[src/design/lss_pkg.sv]
// Shared constants and types for the line switch sequencer.
// Assumes a single 100 MHz clock; all sequence times are counted in 1 us ticks.
`default_nettype none
package lss_pkg;
	// Clock and time base
	localparam int CLK_PERIOD_NS = 10;      // System clock period
	localparam int TICK_NS       = 1000;    // Sequencer time base, 1 us
	localparam int TICK_CYC      = (TICK_NS + CLK_PERIOD_NS - 1) / CLK_PERIOD_NS;
	localparam int US_PER_MS     = 1000;    // Ticks in one millisecond
	// Nominal sequence times, in milliseconds
	localparam int ON_RELAY_MS   = 50;      // Gate asserted to relay energised
	localparam int ON_RELEASE_MS = 20;      // Relay energised to gate removed
	localparam int OFF_RELAY_MS  = 20;      // Gate asserted to relay dropped
	localparam int OFF_RELEASE_MS = 40;     // Relay dropped to gate removed
	// Derived tick counts
	localparam int ON_RELAY_US    = ON_RELAY_MS * US_PER_MS;
	localparam int ON_RELEASE_US  = ON_RELEASE_MS * US_PER_MS;
	localparam int OFF_RELAY_US   = OFF_RELAY_MS * US_PER_MS;
	localparam int OFF_RELEASE_US = OFF_RELEASE_MS * US_PER_MS;
	// Widths
	localparam int CNT_W   = 17;            // Tick counter, holds 50 ms
	localparam int PHASE_W = 16;            // Programmed phase delay in us
	localparam int DAC_W   = 16;            // Offset DAC setting
	localparam int IN_W    = 2;             // Input select
	localparam int RNG_W   = 3;             // Range select
	localparam int SHT_W   = 1;             // Shunt select
	localparam logic [DAC_W-1:0] DAC_RST = 16'h8000; // Mid-scale shown after reset
	// Sequencer states
	typedef enum logic [2:0] {
		LSS_OFF       = 3'b000,
		LSS_WAIT_EDGE = 3'b001,
		LSS_PHASE     = 3'b010,
		LSS_GATE_ON   = 3'b011,
		LSS_OVERLAP   = 3'b100,
		LSS_ON        = 3'b101,
		LSS_OFF_GATE  = 3'b110,
		LSS_OFF_HOLD  = 3'b111
	} lss_state_t;
endpackage
`default_nettype wire

[src/design/lss_zero_if.sv]
// Carrier between the sequencer top and its offset setting store.
// Assumes both ends sit on the same clock.
`timescale 1ns/100ps
`default_nettype none
interface lss_zero_if
	import lss_pkg::*;
	();
	logic [IN_W-1:0]  sel_input;  // Input being addressed
	logic [RNG_W-1:0] sel_range;  // Range being addressed
	logic [SHT_W-1:0] sel_shunt;  // Shunt being addressed
	logic             wr;         // Store a new setting
	logic [DAC_W-1:0] wdata;      // Setting to store
	logic [DAC_W-1:0] rdata;      // Setting for the current selection
	modport ctrl  (output sel_input, sel_range, sel_shunt, wr, wdata, input rdata);
	modport store (input sel_input, sel_range, sel_shunt, wr, wdata, output rdata);
endinterface
`default_nettype wire

[src/design/lss_offset_store.sv]
// Per input, range and shunt offset DAC settings.
// Assumes the array maps onto retained storage; it is not cleared by reset.
`timescale 1ns/100ps
`default_nettype none
module lss_offset_store
	import lss_pkg::*;
(
	input  wire logic clk,
	input  wire logic rst_b,
	lss_zero_if.store zif
);
	localparam int ADDR_W = IN_W + RNG_W + SHT_W;
	localparam int DEPTH  = 1 << ADDR_W;

	logic [DAC_W-1:0]  mem [DEPTH];     // One setting per combination
	logic [ADDR_W-1:0] addr;            // Flattened selection
	logic [DAC_W-1:0]  rdata;           // Registered readout

	// Each combination has its own slot, so no zero result overwrites another
	assign addr = {zif.sel_input, zif.sel_range, zif.sel_shunt};

	// Storage has no reset: settings must survive a restart
	always_ff @(posedge clk)
	begin
		if (zif.wr)
			mem[addr] <= zif.wdata;
	end

	// Readout register drives the DAC, so it gets a defined reset value
	always_ff @(posedge clk or negedge rst_b)
	begin
		if (!rst_b)
			rdata <= DAC_RST;
		else if (zif.wr)
			rdata <= zif.wdata;
		else
			rdata <= mem[addr];
	end

	assign zif.rdata = rdata;
endmodule
`default_nettype wire

[src/design/line_switch_sequencer.sv]
// Line switch sequencer: drives a TRIAC gate and a parallel relay coil.
// Assumes on/off commands are one-cycle pulses and all inputs are synchronous to clk.
`timescale 1ns/100ps
`default_nettype none
// Notes on behaviour
// - Drive gate and relay only on commands
// - AC on: comparator edge, then programmed delay
// - DC on: gate asserted at once
// - Relay energised 50 ms after gate
// - Gate removed 20 ms after relay
// - DC off: drop relay at once only
// - AC off: assert gate before relay changes
// - AC off: drop relay 20 ms later
// - AC off: remove gate 40 ms later
// - Processor trims each offset DAC to zero
// - One stored setting per input, range, shunt
module line_switch_sequencer
	import lss_pkg::*;
#(
	parameter int ON_RELAY_TICKS    = ON_RELAY_US,    // Gate to relay on
	parameter int ON_RELEASE_TICKS  = ON_RELEASE_US,  // Relay on to gate off
	parameter int OFF_RELAY_TICKS   = OFF_RELAY_US,   // Gate to relay off
	parameter int OFF_RELEASE_TICKS = OFF_RELEASE_US  // Relay off to gate off
)(
	input  wire logic               clk,
	input  wire logic               rst_b,
	input  wire logic               cmd_on,       // Switch on request pulse
	input  wire logic               cmd_off,      // Switch off request pulse
	input  wire logic               ac_mode,      // High for AC, low for DC
	input  wire logic [PHASE_W-1:0] phase_delay,  // Turn-on delay after edge, us
	input  wire logic               sq_in,        // Squared comparator, rising active
	input  wire logic [IN_W-1:0]    zero_input,   // Offset selection
	input  wire logic [RNG_W-1:0]   zero_range,
	input  wire logic [SHT_W-1:0]   zero_shunt,
	input  wire logic               zero_wr,      // Store trimmed setting
	input  wire logic [DAC_W-1:0]   zero_wdata,
	output logic                    triac_gate,   // TRIAC gate drive
	output logic                    relay_coil,   // Relay coil drive
	output logic                    busy,         // Sequence in progress
	output logic [DAC_W-1:0]        offset_dac    // Setting for selected combination
);
	lss_state_t       state;        // Sequencer state
	lss_state_t       next_state;
	logic             mode_ac;      // Mode latched at command acceptance
	logic [CNT_W-1:0] cnt;          // Ticks spent in current timed state
	logic [$clog2(TICK_CYC)-1:0] div; // Clock divider for the 1 us tick
	logic             tick;         // One-cycle 1 us enable
	logic             sq_prev;      // Comparator history for edge detect
	logic             sq_edge;      // Active comparator edge
	logic             pend_valid;   // Command waiting for a sequence to end
	logic             pend_on;      // Waiting command is on
	logic             want_on;      // On request visible at idle
	logic             want_off;     // Off request visible at idle
	logic             go_on;        // Turn-on accepted this cycle
	logic             go_off;       // Turn-off accepted this cycle
	logic             idle;         // In a resting state
	logic [CNT_W-1:0] limit;        // Tick limit for current state
	logic             timed;        // Current state is timed
	logic             expire;       // Current timed state ends
	lss_zero_if       zif ();       // Link to offset store

	// Time base divider
	assign tick = (div == ($clog2(TICK_CYC))'(TICK_CYC - 1));
	always_ff @(posedge clk or negedge rst_b)
	begin
		if (!rst_b)
			div <= '0;
		else
			div <= tick ? '0 : div + 1'b1;
	end

	// Command decode; a request arriving mid-sequence waits in pend
	assign idle     = (state == LSS_OFF) || (state == LSS_ON);
	assign want_on  = cmd_on  || (pend_valid && pend_on);
	assign want_off = cmd_off || (pend_valid && !pend_on);
	assign go_on    = (state == LSS_OFF) && want_on;
	assign go_off   = (state == LSS_ON)  && want_off;
	assign busy     = !idle;
	assign sq_edge  = sq_in && !sq_prev;

	// Pending command: newest request wins, dropped at the first idle cycle whether acted on or not
	always_ff @(posedge clk or negedge rst_b)
	begin
		if (!rst_b)
		begin
			pend_valid <= 1'b0;
			pend_on    <= 1'b0;
		end
		else if (!idle && (cmd_on || cmd_off))
		begin
			pend_valid <= 1'b1;
			pend_on    <= cmd_on;
		end
		else if (idle)
			pend_valid <= 1'b0;
	end

	// Per-state time limit; phase state uses the programmed delay
	always_comb
	begin
		timed = 1'b1;
		limit = '0;
		unique case (state)
			LSS_PHASE:    limit = CNT_W'(phase_delay);
			LSS_GATE_ON:  limit = CNT_W'(ON_RELAY_TICKS);
			LSS_OVERLAP:  limit = CNT_W'(ON_RELEASE_TICKS);
			LSS_OFF_GATE: limit = CNT_W'(OFF_RELAY_TICKS);
			LSS_OFF_HOLD: limit = CNT_W'(OFF_RELEASE_TICKS);
			LSS_OFF, LSS_ON, LSS_WAIT_EDGE: timed = 1'b0;
		endcase
	end
	// A zero phase delay still waits for one tick; the error is under 1 us
	assign expire = timed && tick && (cnt + 1'b1 >= limit);

	// Next state
	always_comb
	begin
		next_state = state;
		unique case (state)
			LSS_OFF:
				if (go_on)
					next_state = ac_mode ? LSS_WAIT_EDGE : LSS_GATE_ON;
			LSS_WAIT_EDGE:
				if (sq_edge)
					next_state = LSS_PHASE;
			LSS_PHASE:
				if (expire)
					next_state = LSS_GATE_ON;
			LSS_GATE_ON:
				if (expire)
					next_state = LSS_OVERLAP;
			LSS_OVERLAP:
				if (expire)
					next_state = LSS_ON;
			LSS_ON:
				if (go_off)
					next_state = ac_mode ? LSS_OFF_GATE : LSS_OFF;
			LSS_OFF_GATE:
				if (expire)
					next_state = LSS_OFF_HOLD;
			LSS_OFF_HOLD:
				if (expire)
					next_state = LSS_OFF;
		endcase
	end

	// State, mode latch, counter and edge history
	always_ff @(posedge clk or negedge rst_b)
	begin
		if (!rst_b)
		begin
			state   <= LSS_OFF;
			mode_ac <= 1'b0;
			cnt     <= '0;
			sq_prev <= 1'b0;
		end
		else
		begin
			state   <= next_state;
			sq_prev <= sq_in;
			if (go_on || go_off)
				mode_ac <= ac_mode;
			if (next_state != state)
				cnt <= '0;
			else if (tick && timed)
				cnt <= cnt + 1'b1;
		end
	end

	// Drive outputs from flops; glitch-free coil and gate
	always_ff @(posedge clk or negedge rst_b)
	begin
		if (!rst_b)
		begin
			triac_gate <= 1'b0;
			relay_coil <= 1'b0;
		end
		else
		begin
			triac_gate <= (next_state == LSS_GATE_ON) || (next_state == LSS_OVERLAP)
				|| (next_state == LSS_OFF_GATE) || (next_state == LSS_OFF_HOLD);
			relay_coil <= (next_state == LSS_OVERLAP) || (next_state == LSS_ON)
				|| (next_state == LSS_OFF_GATE);
		end
	end

	// Zero trimming: processor writes, store keeps per combination
	assign zif.sel_input = zero_input;
	assign zif.sel_range = zero_range;
	assign zif.sel_shunt = zero_shunt;
	assign zif.wr        = zero_wr;
	assign zif.wdata     = zero_wdata;
	assign offset_dac    = zif.rdata;

	lss_offset_store u_store (
		.clk   (clk),
		.rst_b (rst_b),
		.zif   (zif)
	);
endmodule
`default_nettype wire

[config.mk]
export PLATFORM = sky130hd
export DESIGN_NAME = line_switch_sequencer
export DESIGN_NICKNAME = d
export VERILOG_FILES = /design/src/design/lss_pkg.sv /design/src/design/lss_zero_if.sv /design/src/design/lss_offset_store.sv /design/src/design/line_switch_sequencer.sv
export SDC_FILE = /design/constraint.sdc
export NUM_CORES = 1
export LEC_CHECK = 0
export BUFFER_PORTS_ARGS = -buffer_cell sky130_fd_sc_hd__clkbuf_2
export CAP_MARGIN = 20
export CORE_UTILIZATION = 60
export DETAILED_ROUTE_END_ITERATION = 6
export PLACE_DENSITY = 0.77
export SYNTH_ARGS = -nofsm -noshare
export SYNTH_HDL_FRONTEND = slang
export SYNTH_SLANG_ARGS = --single-unit
[constraint.sdc]
create_clock -name clk -period 10.7 [get_ports clk]
set_input_delay 2.14 -clock clk [delete_from_list [all_inputs] [get_ports clk]]
set_output_delay 2.14 -clock clk [all_outputs]
set_load 0.02 [all_outputs]
==> impl_metrics.yaml, run 1 <==
worst_setup_path:
  cp-end-kind: "flip-flop"
  crit_fanout: 47
  worstSetupPathType: "in -> reg"
  critPathRequiredTime_ns: 11.27
  worstSetupStartpointType: "primary input"
  worstPathArrival_ns: 5.87
sta:
  worst_slew_pin_slew_ns: 1.063
  finalWorstPathRequiredPeriod_ns: 5.301
  fmax_mhz: 188.6
  finalWorstSetupSlack_ns: 5.399
  min_period_over_period: 0.4954
  finalSetupTns_ns: 0
  rsz0062_at_grt: "no"
  max-slew-margin-rel: 0.2887
  setup_viol: 0
  slew_violations: 0
  clock_skew_ns: 0.03427
  hold_viol_final: 0
detailed_routing:
  wl_um: 105700
  wl_per_cell_um: 31.22
  ant_nets: 0
  vias: 24160
  routed_via_density: 7.135
  drtPass1Iterations: 7
  drc: 24
  drt_iter0_drc: 3691
status:
  violations: "design-rule violations"
  status: "complete, but fails checks"
synthesis:
  synth.distinct_cells: 78
  synth_cells: 2325
  ys.warnings.count: 0
  synthesis.nets: 2388
  synthesis.area_mm2: 0.04031
  avgSynthCellArea_um2: 17.34
  ys_ff_latch: 1072
  synth_edf_count: 1024
  yosysSeqAreaShare: 0.7927
  synthFlopType: "edfxtp_1"
  async_flop_share: 0.04478
floorplan:
  die-height_um: 261.2
  row_count: 94
  die-area_mm2: 0.06822
  initial_utilization: 0.6098
  core_mm2: 0.06610
  die_w_um: 261.2
  io_pins: 64
power_and_ir_drop:
  power_frac_comb: 0.051
  p_int_mw: 6.764
  p_sw_mw: 1.855
  vdd_drop_max_mv: 0.1842
  p_leak_nw: 14.24
  power_density_mw_per_mm2: 191.0
  seq_power_share: 0.542
  p_clk_frac: 0.407
  swShare: 0.2152
finish:
  layout_common_cells: "edfxtp_1 (1,024), a22oi_1 (403), nor2_1 (107)"
  area_delta_synth_final_pct: 11.95
  drive_gt1_frac: 0.1357
  fin_nets: 2499
  nFillCells: 4091
  final_common_cell: "edfxtp_1"
global_route:
  grt_max_degree: 126
  use_met2: 0.4829
  grt-busiest-layer: "met2"
  grt_overflow_total: 0
  met1_usage: 0.4250
  grt_pass1_wl_um: 153400
  grt.total_usage: 0.3120
  antenna_found_initial: 3
  grt_pass1_vias: 23820
  grt.met3_usage: 0.07433
placement:
  preCtsSetupSlack_ns: 4.848
  place_hpwl_um: 56280
  globalplace.congestion: 0.8970
  io_buffers: 63
clocking:
  cts.path.max_buffers: 3
  hold_buffers: 0
  cts_setup_buffers: 0
  ctsHtreeMaxLevel: 3
  clock_latency_ns: 0.68
  cts_sinks: 1072
  cts_tree: "built"
  ctsResizeCount: 0
  cts_buffers: 101
  clock-root-buffer: "clkbuf_16"
  cts.clk_slew.worst_paths_ns: 0.06
hold_path:
  hold_path_class: "reg -> reg"
run:
  drv_cap: 0
-- sequential cells by signal, indices dropped and copies added (netlist names) --
signal and flops:
cnt 17, div 7, pend_on 1, pend_valid 1
relay_coil 1, sq_prev 1, state 3, triac_gate 1
u_store.mem 1024, u_store.zif.rdata 16
-- Yosys cell counts, types with 24 or more instances --
| master | instances | area share |
|---|---|---|
| edfxtp_1 | 1024 | 0.76 |
| a22oi_1 | 403 | 0.075 |
| nor2_1 | 109 | 0.010 |
| nand4_1 | 77 | 0.012 |
| buf_2 | 76 | 0.0094 |
| nand2_1 | 64 | 0.0060 |
| a221oi_1 | 54 | 0.012 |
| clkbuf_1 | 53 | 0.0049 |
| a22o_1 | 52 | 0.011 |
| dfrtp_1 | 47 | 0.029 |
| a21oi_1 | 36 | 0.0045 |
| nand3_1 | 25 | 0.0031 |
| a31oi_1 | 24 | 0.0037 |
| a41oi_1 | 24 | 0.0052 |
| o21ai_0 | 24 | 0.0030 |
-- through the flow --
| stage | util | area, um2 | power [mW] | hold slack [ns] | cells |
|---|---|---|---|---|---|
| 2_1_floorplan | - | 40310 | 4.978 | 0.4329 | 2325 |
| 3_3_place_gp | 0.6317 | 41760 | 5.172 | 0.4462 | 3194 |
| 3_5_place_dp | 0.6323 | 41800 | 5.186 | 0.4549 | 3196 |
| 4_1_cts | 0.6822 | 45090 | 8.621 | 0.4627 | 3384 |
| 5_1_grt | 0.6826 | 45120 | 8.829 | 0.5110 | 3385 |
| 6_report | 0.6827 | 45120 | 8.619 | 0.4622 | 3386 |
-- final cells by class --
cell class,count,area [um2],share of cell area
Antenna cell,1,2.502,0.00005546
Clock buffer,133,2789,0.06181
Clock inverter,55,509.2,0.01129
Inverter,8,30.03,0.0006655
Multi-Input combinational cell,1089,7621,0.1689
Sequential cell,1072,31950,0.7081
Tap cell,864,1081,0.02396
Timing Repair Buffer,164,1139,0.02523
-- routing by layer --
| metal | up-vias | share of wire |
|---|---|---|
| met4 | 4 | 0.047 |
| li1 | 9853 | - |
| met3 | 324 | 0.13 |
| met1 | 11990 | 0.36 |
| met2 | 1992 | 0.47 |
| met5 | - | 0.00021 |
-- worst paths after layout --
path,endpoint,cells past startpoint,slack [ns],from
hold reg to reg,div[0],1,0.46,div[0]
setup reg to reg,cnt[6],15,6.89,cnt[2]
hold / removal,div[0],1,0.46,div[0]
max in group asynchronous,u_store.zif.rdata[1],2,8.56,rst_b
min in group asynchronous,pend_valid,2,1.63,rst_b
setup / recovery,u_store.zif.rdata[9],10,5.40,zero_range[1]
-- power by group through the flow --
stage	registers (mW)	logic (mW)	clock network [mW]
2_1_floorplan	4.75	0.232	0
3_3_place_gp	4.76	0.415	0
3_5_place_dp	4.76	0.426	0
4_1_cts	4.67	0.429	3.52
5_1_grt	4.67	0.460	3.70
6_report	4.67	0.439	3.51
-- logic make-up after synthesis --
family,after synthesis,synth area share
flip-flops,1072,0.7927
AO/OA/AOI/OAI,688,0.1293
AND/OR/NAND/NOR,342,0.04380
buffers and inverters,164,0.01900
XOR/XNOR,35,0.007605
adder cells (fa/ha/maj),18,0.005588
multiplexers,6,0.001956
-- worst max-delay path: stages --
cell and delay, ns:
clkbuf_2 0.41, nor3b_4 0.31, buf_4 0.61, buf_4 0.62
a22oi_1 0.22, nand4_1 0.13, o21ai_0 0.26, o21ai_0 0.74
a21oi_1 0.22, a2bb2oi_1 0.17
(Power assumes the default switching activity.)
==> inputs of run 2 (changes only) <==
--- a/config.mk
+++ b/config.mk
@@ -5,6 +5,7 @@
 export SDC_FILE = /design/constraint.sdc
 export NUM_CORES = 1
 export LEC_CHECK = 0
+export ABC_AREA = 1
 export BUFFER_PORTS_ARGS = -buffer_cell sky130_fd_sc_hd__clkbuf_2
 export CAP_MARGIN = 20
 export CORE_UTILIZATION = 60
==> constraint.sdc (replaced) <==
create_clock -name clk -period 5.3 [get_ports clk]
set_input_delay 1.06 -clock clk [delete_from_list [all_inputs] [get_ports clk]]
set_output_delay 1.06 -clock clk [all_outputs]
set_load 0.02 [all_outputs]
==> run 2 against run 1 <==
The run now ends clean. Global-route usage rose by 0.73 points. Utilization rose by 0.38 points. Clock-buffer cell count rose by 1. Power rose by 110%. Cell count rose by 16%. Die area rose by 1.4%. Clock skew rose by 0.0025 ns. Sequential power rose by 100%. Clock power rose by 110%. Critical path type is now reg -> reg. Critical endpoint is now cnt[3]. Largest power group unchanged. Highest routed layer unchanged.
==> impl_metrics.yaml, run 2 <==
worst_setup_path:
  cp_top_family: "simple AND/OR/NAND/NOR gates"
  cp-end-kind: "flip-flop"
  cpMaxStageDelayCell: "dfrtp_1"
  path_buf_inv: 0
  r2r_start: "cnt[0]"
  critPathRequiredTime_ns: 5.87
  cp_cell_sequence: "nand3_1, nor3_2, nand2_1, nor3_1, nor3b_2, nand2_1, xor2_1, ha_1, nand2_1, nor2_1, a41o_1, nor2_2, nand2_2, nand2_2, nand2_2, nand3_4, nand4_4, a21oi_1"
  worstSetupPathType: "reg -> reg"
  crit_path_start: "cnt[0]"
  max_stage_delay_ns: 0.44
  worstPathArrival_ns: 4.16
  crit_fanout: 17
  worstSetupStartpointType: "flip-flop"
finish:
  largest_register: "u_store.mem"
  final_cell_area_mm2: 0.04618
  drive_gt1_frac: 0.1250
  reg_top3: "u_store.mem (1024), cnt (17), u_store.zif.rdata (16)"
  antenna_cells: 0
  regArea_mm2: 0.03195
  area_delta_synth_final_pct: 13.04
  largest_register_ffs: 1024
  final_common_cell: "edfxtp_1"
  layout_common_cells: "edfxtp_1 (1,024), nand2_1 (655), a22oi_1 (153)"
  fin_util: 0.6865
  fin_nets: 3023
  nFillCells: 4200
  multiInputGateArea_mm2: 0.007931
floorplan:
  die_w_um: 263.0
  core_mm2: 0.06728
  initial_utilization: 0.6073
  row_count: 95
  die-area_mm2: 0.06914
  die-height_um: 263.0
  io_pins: 64
power_and_ir_drop:
  p_leak_nw: 16.00
  power_density_mw_per_mm2: 389.4
  vdd_drop_max_mv: 0.2494
global_route:
  grt_overflow_total: 0
  grt_pass1_vias: 25530
  grt_max_degree: 83
  grt_pass1_wl_um: 161500
  grt.total_usage: 0.3193
  antenna_found_initial: 3
placement:
  preCtsSetupSlack_ns: 1.244
  globalplace.congestion: 0.9273
  place_hpwl_um: 61410
  placed_area_mm2: 0.04281
  io_buffers: 63
synthesis:
  ys_ff_latch: 1072
  synth_top_area_share: 0.7526
  avgSynthCellArea_um2: 14.63
  synthesis.nets: 2855
  synth_top_area_cell: "edfxtp_1"
  synthFlopType: "edfxtp_1"
  synth_edf_count: 1024
  synth_cells: 2792
  yosysSeqAreaShare: 0.7820
  ys.warnings.count: 0
  synth.distinct_cells: 47
  synth.most_common_cell: "edfxtp_1"
  yosys-top-cells-count: "edfxtp_1 (1,024), nand2_1 (655), a22oi_1 (153)"
  synthesis.area_mm2: 0.04086
  async_flop_share: 0.04478
  synthTopCellsByArea: "edfxtp_1 (75%), nand2_1 (6.0%), dfrtp_1 (2.9%)"
sta:
  hold_viol_final: 0
  rsz0062_at_grt: "no"
  max-slew-margin-rel: 0.3076
  fin_hold_ws_ns: 0.4606
  slew_violations: 0
  finalWorstSetupSlack_ns: 1.706
  min_period_over_period: 0.6780
  clock_skew_ns: 0.03675
  setup_viol: 0
  fmax_mhz: 278.3
  finalSetupTns_ns: 0
  finalWorstPathRequiredPeriod_ns: 3.594
  worst_slew_pin_slew_ns: 1.039
detailed_routing:
  vias: 25890
  drc: 0
  routed_via_density: 6.603
  drt_iter0_drc: 3788
  ant_nets: 0
  wl_um: 110100
  drtPass1Iterations: 6
  wl_per_cell_um: 28.08
clocking:
  cts.clk_slew.worst_paths_ns: 0.06
  cts_sinks: 1072
  cts_buffers: 103
  ctsResizeCount: 0
  ctsHtreeMaxLevel: 3
  cts_setup_buffers: 0
  cts.path.max_buffers: 3
  clock-root-buffer: "clkbuf_16"
  cts_tree: "built"
  hold_buffers: 0
  clock_latency_ns: 0.68
status:
  status: "completed"
hold_path:
  hold_start: "div[0]"
  hold_path_class: "reg -> reg"
run:
  drv_cap: 0
[run 2: cell types whose count changed after synthesis, sizes merged, moves of 25 or more]
cell,previous run,this run
nand4,77,111
o21ai,27,56
nand2,64,661
nand3,26,61
a221oi,54,97
a21oi,36,61
a22oi,404,153
inv,8,132
[run 2: area by class of cell]
cell class	count	area share
multi-input cells	1464	0.1717
flip-flops and latches	1072	0.6918
clock inverters	59	0.01298
well taps	873	0.02365
clock buffers	134	0.06017
inverters	133	0.01119
repair buffers	186	0.02845
[run 2: path summary, 6_finish.rpt]
check	to	slack, ns	depth (start not counted)
max in group asynchronous	cnt[4]	4.25	2
min reg2reg	div[0]	0.46	1
min in group asynchronous	u_store.zif.rdata[14]	0.55	2
min	div[0]	0.46	1
max reg2reg	cnt[3]	1.71	18
max	cnt[3]	1.71	18
[run 2: cells by family after synthesis]
group	Yosys count	share of synthesized area
flip-flops	1072	0.7820
AND/OR/NAND/NOR	993	0.1048
AO/OA/AOI/OAI	434	0.07779
buffers and inverters	256	0.02566
adder cells (fa/ha/maj)	18	0.005512
XOR/XNOR	15	0.003216
multiplexers	4	0.0009800
[run 2: worst reg2reg max path, stage by stage, from the launching register on]
cell and delay, ns:
dfrtp_1 0.44, nand3_1 0.17, nor3_2 0.19, nand2_1 0.11, nor3_1 0.30, nor3b_2 0.29, nand2_1 0.10, xor2_1 0.26
ha_1 0.31, nand2_1 0.07, nor2_1 0.04, a41o_1 0.24, nor2_2 0.11, nand2_2 0.09, nand2_2 0.08, nand2_2 0.06
nand3_4 0.09, nand4_4 0.31, a21oi_1 0.27
[run 2: where the power goes]
group	switching, mW	leakage, nW	internal [mW]	total, mW
Combinational	0.912	4.55	0.314	1.23
Sequential	0.0613	9.82	9.37	9.43
Clock	3.05	1.64	4.27	7.33
[run 2: stage by stage]
stage	power, mW	cells
CTS	17.97	3921
global route	18.41	3921
finish	17.99	3921
floorplan	10.29	2792
global placement	10.75	3728
detailed placement	10.80	3728
[run 2: routing by layer]
| layer | part of all wire | global-route usage |
|---|---|---|
| met5 | 0.00021 | 0 |
| met4 | 0.042 | 0.1351 |
| met3 | 0.14 | 0.07431 |
| met2 | 0.47 | 0.5011 |
| met1 | 0.35 | 0.4346 |
